## config.mk

```make
export PLATFORM = sky130hd
export DESIGN_NAME = phy_basic_mgmt_registers
export DESIGN_NICKNAME = d
export VERILOG_FILES = /design/src/phy_mgmt_pkg.sv /design/src/sync_two_flop.sv /design/src/phy_basic_mgmt_registers.sv
export VERILOG_INCLUDE_DIRS = /design/src
export SDC_FILE = /design/constraint.sdc
export NUM_CORES = 1
export LEC_CHECK = 0
export BUFFER_PORTS_ARGS = -buffer_cell sky130_fd_sc_hd__buf_4
export CAP_MARGIN = 30
export CORE_UTILIZATION = 60
export DETAILED_ROUTE_END_ITERATION = 16
export MAX_ROUTING_LAYER = met4
export PLACE_DENSITY = 0.85
export SLEW_MARGIN = 5
export SYNTH_ARGS = -nofsm -noshare
export SYNTH_HDL_FRONTEND = slang
export SYNTH_SLANG_ARGS = --single-unit
```

## constraint.sdc

```tcl
create_clock -name mclk -period 4.2 [get_ports mclk]
set_input_delay 0.21 -clock mclk [delete_from_list [all_inputs] [get_ports mclk]]
set_output_delay 0.21 -clock mclk [all_outputs]
set_load 0.03 [all_outputs]
```

## src/phy_mgmt_defines.svh

```systemverilog
`ifndef PHY_MGMT_DEFINES_SVH
`define PHY_MGMT_DEFINES_SVH

// Register indexes
`define IDX_BASIC_CONTROL  5'h00
`define IDX_BASIC_STATUS   5'h01
`define IDX_IDENT_HIGH     5'h02
`define IDX_IDENT_LOW      5'h03
`define IDX_AUTONEG_ADV    5'h04

// Control register
`define CTRL_RESET_VALUE   16'h3000
`define CTRL_WRITE_MASK    16'hFB80
`define CTRL_SOFT_RESET    15
`define CTRL_RESTART_AN    9

// Status register fixed bits
`define STAT_FIXED_VALUE   16'h7809

// Advertisement register
`define ADV_RESET_VALUE    16'h01E1
`define ADV_WRITE_MASK     16'hBFFF
`define PAUSE_NONE         2'h0
`define PAUSE_SYM          2'h1
`define PAUSE_ASYM         2'h2
`define PAUSE_BOTH         2'h3

// Soft reset timing
`define CLK_PERIOD_NS      4
`define SOFT_RESET_NS      400
`define SOFT_RESET_CYCLES  ((`SOFT_RESET_NS + `CLK_PERIOD_NS - 1) / `CLK_PERIOD_NS)

`endif

```

## src/phy_mgmt_pkg.sv

```systemverilog
package phy_mgmt_pkg;

  typedef struct packed {
    logic        rd;
    logic        wr;
    logic [4:0]  index;
    logic [15:0] data;
  } mgmt_req_t;

  typedef struct packed {
    logic       softReset;
    logic       loopback;
    logic       speed100;
    logic       anEnable;
    logic       powerDown;
    logic       rsvd10;
    logic       anRestart;
    logic       fullDuplex;
    logic       colTest;
    logic [6:0] rsvdLow;
  } basic_ctrl_t;

  typedef struct packed {
    logic softResetActive;
    logic loopback;
    logic speed100;
    logic fullDuplex;
    logic anEnable;
    logic powerDown;
    logic collisionTest;
    logic anRestart;
    logic pauseSym;
    logic pauseAsym;
  } xcvr_ctrl_t;

  typedef enum logic {
    SR_IDLE = 1'b0,
    SR_BUSY = 1'b1
  } soft_reset_state_t;

endpackage

```

## src/sync_two_flop.sv

```systemverilog
`timescale 1ns/1ps
module sync_two_flop #(
  parameter int WIDTH = 1
) (
  // Clock and reset
  input  wire logic             mclk,
  input  wire logic             rst_n,
  // Data
  input  wire logic [WIDTH-1:0] asyncIn,
  output logic      [WIDTH-1:0] syncOut
);

  logic [WIDTH-1:0] stage1_q;

  always_ff @(posedge mclk or negedge rst_n) begin
    if (!rst_n) begin
      stage1_q <= '0;
      syncOut  <= '0;
    end else begin
      stage1_q <= asyncIn;
      syncOut  <= stage1_q;
    end
  end

endmodule

```

## src/phy_basic_mgmt_registers.sv

```systemverilog
`timescale 1ns/1ps
`include "phy_mgmt_defines.svh"
module phy_basic_mgmt_registers
  import phy_mgmt_pkg::*;
#(
  parameter int          SOFT_RESET_CYCLES = `SOFT_RESET_CYCLES,
  // Arbitrary identifier values
  parameter logic [15:0] IDENT_HIGH_RESET  = 16'h1234,
  parameter logic [15:0] IDENT_LOW_RESET   = 16'h5678
) (
  // Clock and reset
  input  wire logic       mclk,
  input  wire logic       rst_n,
  // Management access
  input  wire mgmt_req_t  mgmtReq,
  output logic [15:0]     rdData,
  output logic            rdValid,
  // Transceiver status pins
  input  wire logic       linkUpPin,
  input  wire logic       jabberPin,
  input  wire logic       remoteFaultPin,
  input  wire logic       anCompletePin,
  input  wire logic       anSpeed100Pin,
  input  wire logic       anFullDuplexPin,
  input  wire logic [1:0] partnerPausePin,
  // Transceiver control
  output xcvr_ctrl_t      xcvrCtrl,
  output logic [15:0]     advertWord
);

  ////////////////////////////////////////////////////////////////////////////
  // Pin synchronisers

  localparam int NUM_PINS = 8;

  logic [NUM_PINS-1:0] pinSync;
  logic                linkSync;
  logic                jabberSync;
  logic                faultSync;
  logic                anDoneSync;
  logic                anSpeedSync;
  logic                anDuplexSync;
  logic [1:0]          partnerPause;

  sync_two_flop #(
    .WIDTH (NUM_PINS)
  ) u_pin_sync (
    .mclk    (mclk),
    .rst_n   (rst_n),
    .asyncIn ({linkUpPin, jabberPin, remoteFaultPin, anCompletePin,
               anSpeed100Pin, anFullDuplexPin, partnerPausePin}),
    .syncOut (pinSync)
  );

  assign linkSync     = pinSync[7];
  assign jabberSync   = pinSync[6];
  assign faultSync    = pinSync[5];
  assign anDoneSync   = pinSync[4];
  assign anSpeedSync  = pinSync[3];
  assign anDuplexSync = pinSync[2];
  assign partnerPause = pinSync[1:0];

  ////////////////////////////////////////////////////////////////////////////
  // Index decode

  logic wrCtrl;
  logic wrIdHigh;
  logic wrIdLow;
  logic wrAdv;
  logic rdStatus;
  logic srIdle;
  logic srStart;

  soft_reset_state_t srState_q;
  soft_reset_state_t srState_d;

  assign srIdle   = (srState_q == SR_IDLE);
  assign wrCtrl   = mgmtReq.wr && (mgmtReq.index == `IDX_BASIC_CONTROL) && srIdle;
  assign wrIdHigh = mgmtReq.wr && (mgmtReq.index == `IDX_IDENT_HIGH);
  assign wrIdLow  = mgmtReq.wr && (mgmtReq.index == `IDX_IDENT_LOW);
  assign wrAdv    = mgmtReq.wr && (mgmtReq.index == `IDX_AUTONEG_ADV) && srIdle;
  assign rdStatus = mgmtReq.rd && (mgmtReq.index == `IDX_BASIC_STATUS);
  assign srStart  = wrCtrl && mgmtReq.data[`CTRL_SOFT_RESET];

  ////////////////////////////////////////////////////////////////////////////
  // Soft reset sequencer

  logic [15:0] srCount_q;
  logic [15:0] srCount_d;
  logic        srDone;

  assign srDone = (srState_q == SR_BUSY) && (srCount_q == 16'h0000);

  always_comb begin
    srState_d = srState_q;
    srCount_d = srCount_q;
    case (srState_q)
      SR_IDLE: begin
        if (srStart) begin
          srState_d = SR_BUSY;
          srCount_d = 16'(SOFT_RESET_CYCLES - 1);
        end
      end
      SR_BUSY: begin
        if (srDone) begin
          srState_d = SR_IDLE;
        end else begin
          srCount_d = srCount_q - 16'h0001;
        end
      end
      default: begin
        srState_d = SR_IDLE;
      end
    endcase
  end

  always_ff @(posedge mclk or negedge rst_n) begin
    if (!rst_n) begin
      srState_q <= SR_IDLE;
      srCount_q <= 16'h0000;
    end else begin
      srState_q <= srState_d;
      srCount_q <= srCount_d;
    end
  end

  ////////////////////////////////////////////////////////////////////////////
  // Control register

  basic_ctrl_t ctrl_q;
  basic_ctrl_t ctrl_d;
  logic [15:0] ctrlWrite;
  logic        anRestart_q;
  logic        anRestart_d;

  assign ctrlWrite   = mgmtReq.data & `CTRL_WRITE_MASK;
  assign ctrl_d      = srDone ? basic_ctrl_t'(`CTRL_RESET_VALUE) :
                       (wrCtrl && !srStart) ? basic_ctrl_t'(ctrlWrite) :
                       ctrl_q;
  assign anRestart_d = wrCtrl && !srStart && mgmtReq.data[`CTRL_RESTART_AN];

  always_ff @(posedge mclk or negedge rst_n) begin
    if (!rst_n) begin
      ctrl_q      <= basic_ctrl_t'(`CTRL_RESET_VALUE);
      anRestart_q <= 1'b0;
    end else begin
      ctrl_q      <= ctrl_d;
      anRestart_q <= anRestart_d;
    end
  end

  ////////////////////////////////////////////////////////////////////////////
  // Identifier registers

  logic [15:0] idHigh_q;
  logic [15:0] idLow_q;

  always_ff @(posedge mclk or negedge rst_n) begin
    if (!rst_n) begin
      idHigh_q <= IDENT_HIGH_RESET;
      idLow_q  <= IDENT_LOW_RESET;
    end else begin
      if (wrIdHigh) begin
        idHigh_q <= mgmtReq.data;
      end
      if (wrIdLow) begin
        idLow_q <= mgmtReq.data;
      end
    end
  end

  ////////////////////////////////////////////////////////////////////////////
  // Advertisement register

  logic [15:0] adv_q;
  logic [15:0] adv_d;

  assign adv_d = srDone ? `ADV_RESET_VALUE :
                 wrAdv  ? (mgmtReq.data & `ADV_WRITE_MASK) :
                 adv_q;

  always_ff @(posedge mclk or negedge rst_n) begin
    if (!rst_n) begin
      adv_q <= `ADV_RESET_VALUE;
    end else begin
      adv_q <= adv_d;
    end
  end

  ////////////////////////////////////////////////////////////////////////////
  // Latching status bits: fault, jabber high; link low

  logic [2:0] latch_q;
  logic [2:0] latch_d;
  logic [2:0] latchEvent;
  logic [2:0] latchLow;

  assign latchEvent = {faultSync, jabberSync, linkSync};
  assign latchLow   = 3'h1;

  genvar gi;
  generate
    for (gi = 0; gi < 3; gi++) begin : g_latch
      assign latch_d[gi] = latchLow[gi] ?
                           (latchEvent[gi] && (latch_q[gi] || rdStatus)) :
                           (latchEvent[gi] || (latch_q[gi] && !rdStatus));
    end
  endgenerate

  always_ff @(posedge mclk or negedge rst_n) begin
    if (!rst_n) begin
      latch_q <= 3'h0;
    end else begin
      latch_q <= latch_d;
    end
  end

  ////////////////////////////////////////////////////////////////////////////
  // Read path

  logic [15:0] statusWord;
  logic [15:0] ctrlWord;
  logic [15:0] readMux;

  assign ctrlWord   = {!srIdle, ctrl_q.loopback, ctrl_q.speed100, ctrl_q.anEnable,
                       ctrl_q.powerDown, 1'b0, anRestart_q, ctrl_q.fullDuplex,
                       ctrl_q.colTest, 7'h00};
  assign statusWord = `STAT_FIXED_VALUE |
                      {10'h000, anDoneSync, latch_q[2], 1'b0, latch_q[0], latch_q[1], 1'b0};
  assign readMux    = (mgmtReq.index == `IDX_BASIC_CONTROL) ? ctrlWord :
                      (mgmtReq.index == `IDX_BASIC_STATUS)  ? statusWord :
                      (mgmtReq.index == `IDX_IDENT_HIGH)    ? idHigh_q :
                      (mgmtReq.index == `IDX_IDENT_LOW)     ? idLow_q :
                      (mgmtReq.index == `IDX_AUTONEG_ADV)   ? adv_q :
                      16'h0000;

  always_ff @(posedge mclk or negedge rst_n) begin
    if (!rst_n) begin
      rdData  <= 16'h0000;
      rdValid <= 1'b0;
    end else begin
      rdValid <= mgmtReq.rd;
      if (mgmtReq.rd) begin
        rdData <= readMux;
      end
    end
  end

  ////////////////////////////////////////////////////////////////////////////
  // Transceiver control and pause resolution

  logic [1:0] advPause;
  logic       pauseSymRes;
  logic       pauseAsymRes;
  xcvr_ctrl_t xcvr_d;

  assign advPause     = adv_q[11:10];
  assign pauseSymRes  = ctrl_q.anEnable && anDoneSync && advPause[0] && partnerPause[0];
  assign pauseAsymRes = ctrl_q.anEnable && anDoneSync && advPause[1] && partnerPause[1] &&
                        !pauseSymRes;

  assign xcvr_d.softResetActive = !srIdle;
  assign xcvr_d.loopback        = ctrl_q.loopback;
  assign xcvr_d.speed100        = ctrl_q.anEnable ? anSpeedSync : ctrl_q.speed100;
  assign xcvr_d.fullDuplex      = ctrl_q.anEnable ? anDuplexSync : ctrl_q.fullDuplex;
  assign xcvr_d.anEnable        = ctrl_q.anEnable;
  assign xcvr_d.powerDown       = ctrl_q.powerDown;
  assign xcvr_d.collisionTest   = ctrl_q.colTest;
  assign xcvr_d.anRestart       = anRestart_q && ctrl_q.anEnable;
  assign xcvr_d.pauseSym        = pauseSymRes;
  assign xcvr_d.pauseAsym       = pauseAsymRes;

  always_ff @(posedge mclk or negedge rst_n) begin
    if (!rst_n) begin
      xcvrCtrl   <= '0;
      advertWord <= `ADV_RESET_VALUE;
    end else begin
      xcvrCtrl   <= xcvr_d;
      advertWord <= adv_q;
    end
  end
endmodule

```

==> flow_summary_export.csv, run 1 <==
group,metric,value,unit
logic_synthesis,synth.cell_area,0.00540,mm2
clocking,htree_levels,4,
worst_setup_path,crit_slowest_cell,"dfrtp_1",
logic_synthesis,ys_warn_count,0,
drt,vias_per_cell,6.30,
drt,vias,4194,
die,core,0.00872,mm2
sta,tns,0,ns
worst_setup_path,rrSetupSlack,1.67,ns
drt,drt_iter0_markers,308,
logic_synthesis,synth_cells,442,
cells_and_area,areaGrowthSynthToFinish,28.0,%
sta,timing.fmax,395,MHz
place,post-dp-hpwl,8.54,mm
place,place_congestion,0.883,
clocking,cts_buffers,17,
place,placed_area,0.00602,mm2
pwr,ir_drop,0.280,mV
clocking,clock-sinks,132,
worst_setup_path,slowest_delay,0.65,ns
job,max-cap-violations,0,
clocking,cts.path.max_buffers,2,
worst_setup_path,cp_data_required_time,4.64,ns
logic_synthesis,synthSimpleGateAreaFrac,12.7,%
clocking,cts_tree,"built",
worst_setup_path,worst_ep_arrival_time,2.97,ns
worst_setup_path,path_cells,"nor4b_2, nand3_1, or4_2, a21oi_1",
sta,period_share,60.3,%
worst_setup_path,crit_path_end_kind,"register",
grt,grt_pass1_vias,4176,
die,placementRows,34,
worst_setup_path,worst_r2r_startpoint,"srState_q",
worst_setup_path,start_kind,"register",
die,start_util,62.0,%
logic_synthesis,syn_nets,476,
logic_synthesis,synth_mux_area_share,9.31,%
cells_and_area,num-nets-final,579,
logic_synthesis,synth_top_family_by_area,"compound AO/OA/AOI/OAI gates",
sta,rsz0062_at_grt,"no",
clocking,clk_latency,0.52,ns
sta,setup_violations,0,
drt,totalWireLength,13.5,mm
worst_setup_path,crit_fanout,16,
clocking,clkTransAtPathRegs,0.06,ns
sta,hold_viol,0,
clocking,cts_root_buf,"clkbuf_8",
sta,slew_headroom,41.0,%
sta,maxSlewViolCount,0,
cells_and_area,fin_area,0.00691,mm2
logic_synthesis,yosysUniqueCellTypes,59,
cells_and_area,final_layout_size_suffix_gt1_share,31.9,%
worst_setup_path,rr_endpoint,"srCount_q[12]",
logic_synthesis,synthArstFlopShare,100,%
drt,antenna_left,0,
worst_setup_path,cp_num_buf_inv,0,
drt,wl_per_cell,20.3,um
logic_synthesis,synth_compound_area_share,13.5,%
drt,drtPass1Iterations,7,
place,port_buffers,74,
grt,antenna_found_initial,0,
sta,max_slew.worst_pin.slew,0.876,ns
drt,drc_errors,0,
die,fp.dieH,96.9,um
die,dieArea,0.00939,mm2
pwr,power_leakage,3.12,nW
grt,grt_overflow,0,
logic_synthesis,yosys.area_share.adder,0.232,%
grt,grt_max_degree,76,
cells_and_area,antennaDiodeCount,0,
grt,grt_usage,31.3,%
logic_synthesis,ys_seq_area_share,61.7,%
status,status,"completed",
die,dieWidth,96.9,um
pwr,power.density,462,mW/mm2
sta,period_needed,2.53,ns
logic_synthesis,synth-xor-area-share,0,%
worst_hold_path,worst_hold_path_type,"primary input to async pin",
die,ioPinCount,76,
logic_synthesis,synth_edf_count,0,
grt,grt_pass1_wl,21.9,mm
worst_setup_path,path_delay_family,"simple AND/OR/NAND/NOR gates",
worst_setup_path,path_class,"register to register",
logic_synthesis,synth-main-ff-cell,"dfrtp_1",
sta,skew,0.00799,ns
worst_setup_path,reg2regPathDepth,4,
logic_synthesis,synth_seq_cells,132,
logic_synthesis,avgSynthCellArea,12.2,um2
==> routing by layer <==
layer	part of all wire (%)	track usage, %	vias up
met5	0	-	-
met4	3.5	13.7	0
met2	50	49.7	207
met1	40	39.4	2112
li1	-	-	1823
met3	7.2	6.00	52
==> logic make-up (layout without fill, tap and decap cells) <==
logic type / count (synthesis) / in the layout
multiplexers: 46 / 46
adder cells (fa/ha/maj): 1 / 1
other: 1 / 1
buffers and inverters: 29 / 145
AO/OA/AOI/OAI: 107 / 107
flip-flops: 132 / 132
AND/OR/NAND/NOR: 126 / 126
==> what timing repair did <==
action	in CTS	in global routing
endpoints found under the hold margin	118	0
buffers inserted	0	0
gates resized for setup	0	0
hold buffers	26	0
==> placed cells by master, fill, tap and decap left out, types with 4 or more instances in the layout <==
cell,netlist,routed
inv_1,10,10
nand2_1,27,27
dfrtp_1,107,107
o22a_1,5,5
a21oi_1,30,30
clkbuf_8,0,4
o22ai_1,9,9
mux2i_1,12,12
a22o_1,15,15
o31ai_1,6,6
o21ai_0,12,12
nand4_1,5,5
buf_4,2,76
nand2b_1,8,8
nand3_1,8,8
mux2_2,34,34
dfstp_2,25,25
nor2b_1,5,5
and3_1,9,9
clkbuf_16,0,16
nor2_1,32,32
a22oi_1,6,6
and2_1,6,6
dlygate4sd3_1,0,26
nand4b_1,4,4
==> state kept, by name (all words and copies together), names as in the netlist <==
register / count
adv_q: 15
anRestart_q: 1
idLow_q: 16
u_pin_sync.stage1_q: 8
rdData: 16
xcvrCtrl: 10
idHigh_q: 16
u_pin_sync.syncOut: 8
srCount_q: 16
srState_q: 1
latch_q: 3
advertWord: 15
rdValid: 1
ctrlWord: 6
==> synth_stat cells, types with 3 or more instances <==
cell type	instances	share of area, %
and2_1	6	0.69
o21ai_0	12	1.1
mux2i_1	12	2.2
clkbuf_1	8	0.56
nand4_1	5	0.58
nor2_1	32	2.2
nand3_1	8	0.74
nand2_1	27	1.9
nor2b_1	5	0.58
o22ai_1	9	1.0
dfstp_2	25	12
a22o_1	15	2.4
buf_1	3	0.21
a221oi_1	3	0.49
o31ai_1	6	0.83
dfrtp_1	107	50
mux2_2	34	7.1
nand2b_1	8	0.93
a21oi_1	30	2.8
and3_1	9	1.0
a22oi_1	6	0.83
o22a_1	5	0.81
nand4b_1	4	0.65
a21o_1	3	0.42
buf_2	5	0.46
inv_1	10	0.69
==> through the flow <==
| step | std cells | utilization, % | setup slack (ns) | hold slack (ns) | power, mW |
|---|---|---|---|---|---|
| 2_1_floorplan | 442 | - | 2.34 | -0.0856 | 1.57 |
| 3_3_place_gp | 607 | 69.0 | 1.97 | 0.319 | 1.68 |
| 3_5_place_dp | 607 | 69.0 | 1.81 | 0.321 | 1.69 |
| 4_1_cts | 665 | 79.0 | 1.69 | 0.192 | 3.20 |
| 5_1_grt | 666 | 79.3 | 1.46 | 0.0371 | 3.29 |
| 6_report | 666 | 79.3 | 1.67 | 0.0382 | 3.20 |
==> how the worst max path moves through the flow <==
stage	start	end	slack [ns]	cells past startpoint
after floorplan	srCount_q[0]	srCount_q[14]	2.34	7
after global placement	srState_q	srCount_q[12]	1.97	4
after detailed placement	srState_q	srCount_q[12]	1.81	4
after CTS	srState_q	srCount_q[12]	1.69	4
after global routing	srState_q	srCount_q[12]	1.46	4
final	srState_q	srCount_q[12]	1.67	4
==> area by class of cell <==
cell class                      count  area [um2]
Tap cell                          108         135
Multi-Input combinational cell    281        1940
Fill cell                         489        1810
Inverter                           10        37.5
Timing Repair Buffer              103         858
Sequential cell                   132        3330
Clock inverter                     10         148
Clock buffer                       22         463
==> power by group <==
part / switching (mW) / internal (mW) / leakage (nW) / total [mW]
logic: 0.148 / 0.132 / 1.25 / 0.280
registers: 0.0433 / 1.37 / 1.59 / 1.42
clock network: 0.543 / 0.956 / 0.288 / 1.50
No activity file was read; power rests on OpenSTA's default activity.
==> run 2: changes to the inputs <==
- ABC_AREA: default -> 1
- CORE_UTILIZATION: 60 -> 57
- PLACE_DENSITY: 0.85 -> 0.81
- clock period: 4.2 -> 2.55 ns (I/O delays scaled with it)
==> run 2 against run 1 <==
First-iteration DRC count grew 37%. Global-route usage up 1.1 points. Core utilization shrank 3.2 points. Non-clock buffer count is 3 higher. Sequential power grew 96%. Synthesized cell count up 42%. Die area grew 8.8%.
==> flow_summary_export.csv, run 2 <==
group,metric,value,unit
logic_synthesis,ys_warn_count,0,
cells_and_area,num-nets-final,766,
drt,drtPass1Iterations,5,
place,post-dp-hpwl,9.18,mm
grt,grt_pass1_vias,4747,
cells_and_area,final_layout_size_suffix_gt1_share,21.1,%
sta,max_slew.worst_pin.slew,0.552,ns
worst_setup_path,path_delay_family,"simple AND/OR/NAND/NOR gates",
clocking,cts_buffers,17,
worst_setup_path,start_kind,"register",
die,dieWidth,101,um
die,placementRows,35,
worst_setup_path,path_class,"register to register",
drt,wl_per_cell,17.1,um
clocking,clock-sinks,132,
grt,antenna_found_initial,0,
logic_synthesis,yosys-top-cells-count,"nand2_1, dfrtp_1, o21ai_0",
logic_synthesis,ys_seq_area_share,59.6,%
worst_hold_path,worst_hold_path_type,"primary input to register",
logic_synthesis,yosysUniqueCellTypes,35,
pwr,cell_internal_pwr,4.51,mW
sta,timing.fmax,527,MHz
logic_synthesis,synth_top_area_share,47.9,%
pwr,p_switching,2.13,mW
logic_synthesis,ys_top_cells_by_area,"dfrtp_1, dfstp_2, nand2_1",
sta,hold_viol,0,
sta,period_share,74.3,%
worst_setup_path,crit_top_cell,"nand2_1",
cells_and_area,layout_common_cells,"nand2_1, dfrtp_1, o21ai_0, buf_4, nor2_1",
clocking,cts_tree,"built",
die,core,0.00937,mm2
logic_synthesis,syn_nets,660,
logic_synthesis,netlist.top_cell.by_area,"dfrtp_1",
pwr,power,6.64,mW
logic_synthesis,synth_edf_count,0,
pwr,power.density,931,mW/mm2
sta,slew_headroom,63.2,%
pwr,swShare,32.0,%
drt,drc_errors,0,
sta,maxSlewViolCount,0,
drt,drt_iter0_markers,421,
pwr,pwr-share-seq,41.9,%
drt,totalWireLength,15.0,mm
worst_setup_path,crit_fanout,10,
logic_synthesis,synth_seq_cells,132,
worst_setup_path,cp_data_required_time,2.97,ns
status,status,"completed",
place,place_congestion,0.899,
worst_setup_path,worst_ep_arrival_time,2.32,ns
worst_setup_path,slowest_delay,0.39,ns
pwr,combPwrFrac,20.2,%
logic_synthesis,synth.most_common_cell,"nand2_1",
die,start_util,59.7,%
cells_and_area,antennaDiodeCount,0,
clocking,clkTransAtPathRegs,0.06,ns
drt,vias,4856,
pwr,clkPwrFrac,37.9,%
place,port_buffers,74,
drt,vias_per_cell,5.56,
worst_setup_path,crit_path_end_kind,"register",
clocking,cts_root_buf,"clkbuf_8",
logic_synthesis,synthArstFlopShare,100,%
worst_setup_path,path_cells,"inv_1, ha_1, nand2_1, nor2_2, nand4_2, nand2_1, inv_2, nand2_1, nand2_1",
place,dp_slack,0.731,ns
logic_synthesis,synth.cell_area,0.00559,mm2
worst_setup_path,cp_num_buf_inv,2,
sta,skew,0.00735,ns
die,dieArea,0.0102,mm2
pwr,power_leakage,3.63,nW
sta,period_needed,1.90,ns
job,max-cap-violations,0,
grt,grt_pass1_wl,23.6,mm
grt,grt_usage,32.3,%
clocking,htree_levels,4,
cells_and_area,areaGrowthSynthToFinish,27.5,%
drt,antenna_left,0,
sta,tns,0,ns
logic_synthesis,avgSynthCellArea,8.93,um2
die,ioPinCount,76,
die,fp.dieH,101,um
sta,rsz0062_at_grt,"no",
grt,grt_overflow,0,
clocking,clk_latency,0.53,ns
worst_setup_path,crit_slowest_cell,"dfrtp_1",
cells_and_area,final_common_cell,"nand2_1",
clocking,cts.path.max_buffers,2,
pwr,ir_drop,0.515,mV
sta,setup_violations,0,
logic_synthesis,synth_cells,626,
grt,grt_max_degree,60,
cells_and_area,nFillCells,641,
logic_synthesis,synth-main-ff-cell,"dfrtp_1",
sta,setup_ws,0.654,ns
cells_and_area,fin_area,0.00713,mm2
clocking,post_cts_buffers,0,
place,placed_area,0.00626,mm2
run 2: cell types whose count changed after synthesis, moves of 11 or more:
cell and delta:
a21oi_1 -21, a22o_1 -15, inv_1 +56, mux2_2 -34
mux2i_1 -12, nand2_1 +135, nand3_1 +11, nor2_1 +46
o21ai_0 +68
run 2: per-stage QoR:
stage          util [%]  std cells  hold WS (ns)
6_report           76.1        874        0.0814
5_1_grt            76.1        874        0.0807
4_1_cts            76.1        874        0.0703
3_5_place_dp       66.8        816         0.148
3_3_place_gp       66.8        816         0.145
2_1_floorplan         -        626        -0.168
run 2: kinds of logic after synthesis:
family / synth area share, %
and+or+nand+nor: 22.9
DFF: 59.6
AOI/OAI and AO/OA: 9.64
buffers and inverters: 6.60
xor gates and xnor gates: 0.940
adders and majority gates: 0.224
other: 0.0670
run 2: worst min-delay path: stages:
cell and delay (ns):
buf_4 0.13, nand4_1 0.17, o21ai_0 0.12
run 2: cell type report:
class	count	area [um2]	share of cell area (%)
Clock buffer	18	418	5.86
Clock inverter	14	189	2.65
Inverter	70	265	3.72
Multi-Input combinational cell	405	1890	26.5
Sequential cell	132	3330	46.8
Tap cell	129	161	2.26
Timing Repair Buffer	106	873	12.2
run 2: path summary, 6_finish.rpt:
| check | to | slack (ns) | cells past startpoint | start |
|---|---|---|---|---|
| worst max-delay path | ctrlWord[14] | 0.65 | 9 | srCount_q[0] |
| worst min-delay path | idLow_q[1] | 0.08 | 3 | mgmtReq[21] |
| worst max register to register | ctrlWord[14] | 0.65 | 9 | srCount_q[0] |
| worst min register to register | u_pin_sync.syncOut[5] | 0.35 | 0 | u_pin_sync.stage1_q[5] |
| max in group asynchronous | idLow_q[6] | 1.56 | 3 | rst_n |
| min in group asynchronous | idHigh_q[1] | 0.13 | 2 | rst_n |
run 2: what timing repair did:
action,in CTS,in global routing
hold endpoints to repair,108,0
hold buffers,26,0
resized for setup,0,0
endpoints found under the setup margin,0,0
run 2: metal layers:
metal / up-vias / track usage (%) / wire [um]
li1: 2202 / - / -
met1: 2276 / 42.1 / 5880
met2: 318 / 48.8 / 7090
met3: 60 / 7.91 / 1500
met4: 0 / 13.3 / 481
met5: - / - / 0
run 2: power groups by stage:
stage	logic [mW]	clock network (mW)	registers, mW
2_1_floorplan	0.641	0	2.95
3_3_place_gp	1.24	0	2.78
3_5_place_dp	1.29	0	2.79
4_1_cts	1.34	2.52	2.77
5_1_grt	1.47	2.63	2.82
6_report	1.34	2.52	2.78
